**src/sdt_pkg.sv**
```systemverilog
/*
 * constants, register map and state type of the split dual byte timer.
 * assumes an apb master on pclk; word index = byte address / 4.
 */
package sdt_pkg;
    // ==========================================================
    // register indices (byte address is four times the index)
    localparam logic [5:0] IDX_CTRLA = 6'h00;
    localparam logic [5:0] IDX_CTRLB = 6'h01;
    localparam logic [5:0] IDX_OVAL = 6'h02;
    localparam logic [5:0] IDX_SPLIT = 6'h03;
    localparam logic [5:0] IDX_ECLR = 6'h04;
    localparam logic [5:0] IDX_ESET = 6'h05;
    localparam logic [5:0] IDX_INTEN = 6'h0a;
    localparam logic [5:0] IDX_FLAGS = 6'h0b;
    localparam logic [5:0] IDX_DBG = 6'h0e;
    localparam logic [5:0] IDX_LOW_COUNT = 6'h20;
    localparam logic [5:0] IDX_HIGH_COUNT = 6'h21;
    localparam logic [5:0] IDX_LOW_TOP = 6'h26;
    localparam logic [5:0] IDX_HIGH_TOP = 6'h27;
    localparam logic [5:0] IDX_LOW_CMP0 = 6'h28;
    localparam logic [5:0] IDX_HIGH_CMP0 = 6'h29;
    // ==========================================================
    // field positions and writable masks
    localparam int EN_BIT = 0;
    localparam int SPLIT_BIT = 0;
    localparam int DEBUG_RUN_BIT = 0;
    localparam int HOLD_BIT = 1;
    localparam int CMD_LSB = 2;
    localparam int LOW_UNF_BIT = 0;
    localparam int HIGH_UNF_BIT = 1;
    localparam int LMATCH_LSB = 4;
    localparam int HIGH_CH_LSB = 4;
    localparam logic [7:0] CTRLA_MASK = 8'h0f;
    localparam logic [7:0] CHAN_MASK = 8'h77;
    localparam logic [7:0] IRQ_MASK = 8'h73;
    localparam logic [7:0] ONE_MASK = 8'h01;
    // ==========================================================
    // command codes and reset values
    localparam logic [1:0] CMD_NONE = 2'h0;
    localparam logic [1:0] CMD_UPDATE = 2'h1;
    localparam logic [1:0] CMD_RESTART = 2'h2;
    localparam logic [1:0] CMD_HRESET = 2'h3;
    localparam logic [7:0] RST_BYTE = 8'h00;
    localparam logic [7:0] RST_PER = 8'h00;

    // whole state of the timer, one register set
    typedef struct packed {
        logic [7:0] ctrla;
        logic [7:0] ctrlb;
        logic [7:0] oval;
        logic [7:0] split;
        logic hold;
        logic [7:0] inten;
        logic [7:0] flags;
        logic [7:0] dbg;
        logic [7:0] low_count;
        logic [7:0] high_count;
        logic [7:0] low_top;
        logic [7:0] high_top;
        logic [2:0][7:0] low_cmp;
        logic [2:0][7:0] high_cmp;
        logic [9:0] presc;
        logic [5:0] wave;
        logic irq;
        logic [31:0] prdata;
        logic pready;
        logic pslverr;
    } sdt_state_type;

    // prescaler mask: tick when the masked bits are all ones
    function automatic logic [9:0] sdt_div_mask(input logic [2:0] sel);
        case (sel)
            3'h0: sdt_div_mask = 10'h000;
            3'h1: sdt_div_mask = 10'h001;
            3'h2: sdt_div_mask = 10'h003;
            3'h3: sdt_div_mask = 10'h007;
            3'h4: sdt_div_mask = 10'h00f;
            3'h5: sdt_div_mask = 10'h03f;
            3'h6: sdt_div_mask = 10'h0ff;
            default: sdt_div_mask = 10'h3ff;
        endcase
    endfunction
endpackage

```
**src/sdt_timer.sv**
```systemverilog
/*
 * split dual byte timer: two 8-bit down counters with an apb slave.
 * assumes apb on pclk, cpu_halted synchronous to pclk.
 */
// The implementer's own choice: register access over APB.
// Contract
// - stopped timer drives each wave output from its output value bit.
// - output value writes take effect only while the timer is stopped.
// - split select bit 0 runs two independent 8-bit counters.
// - split-only registers are mapped only while split select is set.
// - writing one to the clear register clears only that bit.
// - writing one to the set register sets only that bit.
// - set and clear registers read back the same state.
// - command 1 update, 2 restart, 3 hard reset, 0 nothing.
// - command field always reads zero.
// - hard reset command ignored while the timer is enabled.
// - low compare enables bits 6:4 gate compare interrupts.
// - enable bit 1 gates high underflow interrupt.
// - enable bit 0 gates low underflow interrupt.
// - low compare flag set on a tick when low count equals channel compare.
// - compare flags stay set until software writes one.
// - high underflow flag set when high count reaches zero, sticky.
// - low underflow flag set when low count reaches zero, sticky.
// - without debug run the timer freezes while cpu is halted.
// - bus write to a counter beats count, clear or reload.
// - low period register is the low counter top.
// - high period register is the high counter top.
// - low compare values continuously compared, drive waveforms.
// - high compare values continuously compared to high counter.
// - clock select divides by 1,2,4,8,16,64,256,1024.
`timescale 1ns/1ps
module sdt_timer (
    input wire logic pclk,
    input wire logic presetn,
    input wire logic psel,
    input wire logic penable,
    input wire logic pwrite,
    input wire logic [7:0] paddr,
    input wire logic [31:0] pwdata,
    input wire logic [3:0] pstrb,
    output logic [31:0] prdata,
    output logic pready,
    output logic pslverr,
    input wire logic cpu_halted,
    output logic [5:0] wave_out_pin,
    output logic irq
);
    import sdt_pkg::*;

    sdt_state_type q;
    sdt_state_type d;

    // ==========================================================
    // bus decode
    logic setup;
    logic acc;
    logic wr;
    logic [5:0] idx;
    logic [7:0] wb;
    logic split_on;
    logic addr_ok;
    logic [7:0] rd_val;

    assign setup = psel & ~penable;
    assign acc = psel & penable & q.pready;
    assign idx = paddr[7:2];
    assign wb = pwdata[7:0];
    assign split_on = q.split[SPLIT_BIT];
    assign wr = acc & pwrite & pstrb[0] & ~q.pslverr;

    // read mux and map check; counter block hidden outside split
    always_comb begin
        rd_val = 8'h00;
        addr_ok = 1'b1;
        case (idx)
            IDX_CTRLA: rd_val = q.ctrla;
            IDX_CTRLB: rd_val = q.ctrlb;
            IDX_OVAL: rd_val = q.oval;
            IDX_SPLIT: rd_val = q.split;
            IDX_ECLR, IDX_ESET: rd_val = {6'h00, q.hold, 1'b0};
            IDX_INTEN: rd_val = q.inten;
            IDX_FLAGS: rd_val = q.flags;
            IDX_DBG: rd_val = q.dbg;
            IDX_LOW_COUNT: rd_val = q.low_count;
            IDX_HIGH_COUNT: rd_val = q.high_count;
            IDX_LOW_TOP: rd_val = q.low_top;
            IDX_HIGH_TOP: rd_val = q.high_top;
            6'h28, 6'h2a, 6'h2c: rd_val = q.low_cmp[(idx - IDX_LOW_CMP0) >> 1];
            6'h29, 6'h2b, 6'h2d: rd_val = q.high_cmp[(idx - IDX_HIGH_CMP0) >> 1];
            default: addr_ok = 1'b0;
        endcase
        if (idx >= IDX_LOW_COUNT && !split_on) begin
            addr_ok = 1'b0;
            rd_val = 8'h00;
        end
        if (paddr[1:0] != 2'h0) begin
            addr_ok = 1'b0;
        end
    end

    // ==========================================================
    // prescaler, run gating and commands
    logic run;
    logic tick;
    logic [1:0] cmd;
    logic cmd_wr;
    logic restart;
    logic hreset;
    logic lc_wr;
    logic hc_wr;

    assign run = q.ctrla[EN_BIT] & split_on & ~q.hold
        & (q.dbg[DEBUG_RUN_BIT] | ~cpu_halted);
    assign tick = run & ((q.presc & sdt_div_mask(q.ctrla[3:1]))
        == sdt_div_mask(q.ctrla[3:1]));
    assign cmd = wb[CMD_LSB+1:CMD_LSB];
    assign cmd_wr = wr & (idx == IDX_ECLR || idx == IDX_ESET);
    assign restart = cmd_wr & (cmd == CMD_RESTART);
    assign hreset = cmd_wr & (cmd == CMD_HRESET) & ~q.ctrla[EN_BIT];
    assign lc_wr = wr & split_on & (idx == IDX_LOW_COUNT);
    assign hc_wr = wr & split_on & (idx == IDX_HIGH_COUNT);

    // ==========================================================
    // per-channel comparators and waveform levels
    logic [2:0] lmatch;
    logic [2:0] hmatch;
    logic [5:0] wave_nxt;

    genvar n;
    generate
        for (n = 0; n < 3; n++) begin : g_chan
            assign lmatch[n] = q.low_count == q.low_cmp[n];
            assign hmatch[n] = q.high_count == q.high_cmp[n];
            // running with output on: high while count below compare
            assign wave_nxt[n] = (q.ctrla[EN_BIT] & q.ctrlb[n])
                ? (q.low_count < q.low_cmp[n]) : q.oval[n];
            assign wave_nxt[3+n] = (q.ctrla[EN_BIT] & q.ctrlb[HIGH_CH_LSB+n])
                ? (q.high_count < q.high_cmp[n]) : q.oval[HIGH_CH_LSB+n];
        end
    endgenerate

    // ==========================================================
    // next state
    always_comb begin
        logic [7:0] fset;
        logic [7:0] fclr;
        fset = 8'h00;
        fclr = 8'h00;
        d = q;
        // register writes
        if (wr) begin
            case (idx)
                IDX_CTRLA: d.ctrla = wb & CTRLA_MASK;
                IDX_CTRLB: d.ctrlb = wb & CHAN_MASK;
                IDX_OVAL: begin
                    if (!q.ctrla[EN_BIT]) begin
                        d.oval = wb & CHAN_MASK;
                    end
                end
                IDX_SPLIT: d.split = wb & ONE_MASK;
                IDX_ECLR: begin
                    if (wb[HOLD_BIT]) begin
                        d.hold = 1'b0;
                    end
                end
                IDX_ESET: begin
                    if (wb[HOLD_BIT]) begin
                        d.hold = 1'b1;
                    end
                end
                IDX_INTEN: d.inten = wb & IRQ_MASK;
                IDX_FLAGS: fclr = wb & IRQ_MASK;
                IDX_DBG: d.dbg = wb & ONE_MASK;
                IDX_LOW_TOP: d.low_top = split_on ? wb : q.low_top;
                IDX_HIGH_TOP: d.high_top = split_on ? wb : q.high_top;
                6'h28, 6'h2a, 6'h2c: begin
                    if (split_on) begin
                        d.low_cmp[(idx - IDX_LOW_CMP0) >> 1] = wb;
                    end
                end
                6'h29, 6'h2b, 6'h2d: begin
                    if (split_on) begin
                        d.high_cmp[(idx - IDX_HIGH_CMP0) >> 1] = wb;
                    end
                end
                default: d.ctrla = q.ctrla;
            endcase
        end
        // prescaler runs only while counting
        if (restart) begin
            d.presc = 10'h000;
        end else if (run) begin
            d.presc = q.presc + 10'h001;
        end
        // low counter: bus write first, then restart, then count
        if (lc_wr) begin
            d.low_count = wb;
        end else if (restart) begin
            d.low_count = 8'h00;
        end else if (tick) begin
            d.low_count = (q.low_count == 8'h00) ? q.low_top : q.low_count - 8'h01;
            fset[LOW_UNF_BIT] = q.low_count == 8'h01;
            fset[LMATCH_LSB +: 3] = lmatch;
        end
        // high counter, same order
        if (hc_wr) begin
            d.high_count = wb;
        end else if (restart) begin
            d.high_count = 8'h00;
        end else if (tick) begin
            d.high_count = (q.high_count == 8'h00) ? q.high_top : q.high_count - 8'h01;
            fset[HIGH_UNF_BIT] = q.high_count == 8'h01;
        end
        // sticky flags, a set in the clearing cycle wins
        d.flags = (q.flags & ~fclr) | fset;
        // hard reset returns every control and count to reset
        if (hreset) begin
            d.ctrla = RST_BYTE;
            d.ctrlb = RST_BYTE;
            d.oval = RST_BYTE;
            d.split = RST_BYTE;
            d.hold = 1'b0;
            d.inten = RST_BYTE;
            d.flags = RST_BYTE;
            d.dbg = RST_BYTE;
            d.low_count = RST_BYTE;
            d.high_count = RST_BYTE;
            d.low_top = RST_PER;
            d.high_top = RST_PER;
            d.low_cmp = '0;
            d.high_cmp = '0;
            d.presc = 10'h000;
        end
        d.wave = wave_nxt;
        d.irq = |(d.flags & d.inten);
        // apb answer: registered in setup, shown in the access cycle
        d.pready = setup;
        d.pslverr = setup & ~addr_ok;
        if (setup) begin
            d.prdata = (pwrite || !addr_ok) ? 32'h0000_0000 : {24'h000000, rd_val};
        end
    end

    // state register
    always_ff @(posedge pclk or negedge presetn) begin
        if (!presetn) begin
            q <= '0;
        end else begin
            q <= d;
        end
    end

    assign prdata = q.prdata;
    assign pready = q.pready;
    assign pslverr = q.pslverr;
    assign wave_out_pin = q.wave;
    assign irq = q.irq;
endmodule

```
**config.mk**
```make
export PLATFORM = sky130hd
export DESIGN_NAME = sdt_timer
export DESIGN_NICKNAME = d
export VERILOG_FILES = /design/src/sdt_pkg.sv /design/src/sdt_timer.sv
export SDC_FILE = /design/constraint.sdc
export NUM_CORES = 1
export LEC_CHECK = 0
export ABC_AREA = 0
export BUFFER_PORTS_ARGS = -buffer_cell sky130_fd_sc_hd__buf_2
export CORE_MARGIN = 4
export CORE_UTILIZATION = 60
export DETAILED_ROUTE_END_ITERATION = 8
export PLACE_DENSITY_LB_ADDON = 0.12
export SYNTH_ARGS = -nofsm -noshare
export SYNTH_HDL_FRONTEND = slang
export SYNTH_SLANG_ARGS = --single-unit
```
**constraint.sdc**
```tcl
create_clock -name pclk -period 4.9 [get_ports pclk]
set_input_delay 0.49 -clock pclk [delete_from_list [all_inputs] [get_ports pclk]]
set_output_delay 0.49 -clock pclk [all_outputs]
set_load 0.02 [all_outputs]
```
==> metrics <==
run status complete, no violations; DIE AREA 17300 sq um; worst-path fanout max 15; total chip power 0.00268 W; area leader, netlist dfrtp_1; Setup Fix Bufs, Post-CTS 0; post_cts resized 0; fill cell count 1209; Worst EP required 5.25 ns; commonest non-fill, non-tap cells in the layout 142 x dfrtp_1, 119 x nor2_1, 105 x nand2_1; worst setup margin 1.78 ns; startpoint types input pin; switching share of total power 0.244; largest net degree at the start of global routing 108; Die Ht 131 um; Cells after Synth 1032; Core Area 14700 sq um; Initial Util 0.621; HP Class in -> async; Crit path max-delay family simple AND/OR/NAND/NOR gates; DRT Wirelength 26600 um; vias 7979; initial antenna violation count 0; Buf/Inv on CP 2; clock share of power 0.481; crit path capture type flop; CTS max path bufs 2; synthesized area per cell 8.84 sq um; crit path cell chain buf_2, inv_1, ha_1, nand2_1, a21o_1, a21oi_2, nand2_1, nor3_1, nand2_1, a21oi_1; CP Class in -> reg; CTS buffer count 17; synthesized flop and latch total 142; Worst R2R End q[77]; final-report hold violation count 0; drt drc 0; post-place setup slack 1.49 ns; static leakage 4.65 nW; Synth top area share 0.389; DIE WIDTH 131 um; Reg power frac 0.444; Max Cap Viol 0; Net Switching 0.000656 W; Post-synth ARST share 1.00; power per cell area 274 nW/um^2; gpl congestion 0.972; warnings from Yosys 0; Netlist Area Pre-Place 9130 sq um; Comb power frac 0.075; Syn-to-layout area delta 7.37%; antenna-violating nets left 0; area of the multi-input gates 4900 sq um; top_reg_cell synth dfrtp_1; setup TNS 0 ns; row count 44; fin nets 1139; CTS Hold Bufs 0; Avg WL per Cell 21.7 um; Reg clk slew, reported paths 0.06 ns; sequential-to-total area share from yosys stat 0.389; Synth area leaders dfrtp_1 39%, mux2i_1 8.9%, ha_1 7.7%; final period utilization 0.636; clock sinks 142; unrepaired setup endpoints after global routing no; delay of the slowest critical-path stage 0.82 ns; Worst path slowest cell nor3_1; register area 3550 sq um; CTS H-tree lvls 4; Internal 0.00203 W; CTS root buf clkbuf_16; stages on the worst setup path 10; DRT iter0 DRCs 986; drt pass-1 iters 8; IO Port Bufs 39; synth unique cells 68; TritonCTS clock tree yes; clk_lat worst skew 0.43 ns; worst reg2reg path depth 7; most frequent CP cell nand2_1; fmax 321 MHz; layout cell share with drive strength beyond 1 0.0862; number of flops mapped to enable cells by yosys 0; diode count 0; Clock Skews 0.00890 ns; R2R Path Start pready; Setup Viol. Count Final 0; gr usage total 0.311; vias in the first global route 7431; max-slew violations 0; commonest non-fill, non-tap cell in the layout dfrtp_1; Overflow after GRT 0; first-pass GRT wire length 42200 um; post-layout min period 3.12 ns; I/O pin count 91; Max IR drop VDD 241 uV; FF-to-FF setup slack 1.79 ns; Worst Tran Pin Value 1.05 ns; CP arrival 3.47 ns; post-DR vias/cell 6.50; Post-DP HPWL 18600 um; worst relative slew slack 0.296
-- through the flow --
stage          std cells  hold slack [ns]  utilization  area (sq um)
2_1_floorplan       1055            0.194            -          9210
3_3_place_gp        1198            0.486        0.628          9230
3_5_place_dp        1198            0.490        0.628          9230
4_1_cts             1228            0.228        0.667          9800
5_1_grt             1228            0.265        0.667          9800
6_report            1228            0.165        0.667          9800
-- cells in the mapped netlist (4+ instances only) --
library cell	instances
dfrtp_1	142
nor2_1	119
nand2_1	105
mux2i_1	81
inv_1	65
o21ai_0	58
ha_1	56
a21oi_1	43
buf_4	40
clkbuf_1	35
nor3_1	25
a22oi_1	22
nand3_1	19
nand4_1	18
a22o_1	16
nand2b_1	16
a21o_1	14
buf_2	14
or3_1	12
o31ai_1	11
and2_1	10
a221oi_1	9
a222oi_1	7
nor2b_1	6
o21ai_1	6
a211oi_1	5
o211ai_1	5
xor2_1	5
nor3_2	4
or4_1	4
xnor2_1	4
-- metal layers --
layer	vias up	share of wire	global-route usage
met5	-	0	0
met4	0	0.039	0.120
met3	78	0.11	0.0868
met2	492	0.42	0.460
met1	3817	0.42	0.439
li1	3592	-	-
-- cells by family (layout without fill, tap and decap cells) --
family | count (synthesis) | in the layout | share of synthesized area
simple gates | 356 | 356 | 0.182
buf+inv | 159 | 148 | 0.0838
compound gates | 227 | 227 | 0.169
mux | 82 | 82 | 0.0901
xor+xnor | 9 | 9 | 0.00864
fa+ha+maj | 56 | 56 | 0.0768
flops | 142 | 142 | 0.389
other cells | 1 | 24 | 0.000411
-- sequential cells by signal, summed over array words and instances (netlist names) --
name / cells
wave_out_pin: 6
pready: 1
prdata: 8
irq: 1
pslverr: 1
q: 125
-- power by group through the flow --
stage	clock network (W)	registers [W]	logic, W
floorplan	0	0.00121	0.000133
finish	0.00129	0.00119	0.000200
global placement	0	0.00121	0.000193
global route	0.00136	0.00119	0.000220
CTS	0.00130	0.00119	0.000196
detailed placement	0	0.00121	0.000195
-- area by class of cell --
cell class | count | share of cell area
multi-input combinational | 754 | 0.500
clock buffer | 24 | 0.0502
tap | 184 | 0.0235
inverter | 68 | 0.0260
clock inverter | 6 | 0.00855
sequential | 142 | 0.363
timing repair buffer | 50 | 0.0290
-- worst max-delay path by stage --
stage / end / start / slack [ns]
after floorplan: q[85] / paddr[3] / 2.53
after global placement: q[77] / paddr[3] / 1.51
after detailed placement: q[77] / paddr[3] / 1.49
after CTS: q[77] / paddr[3] / 1.93
after global routing: q[81] / paddr[3] / 1.62
final: q[77] / paddr[3] / 1.78
No activity file was read; power rests on OpenSTA's default activity.
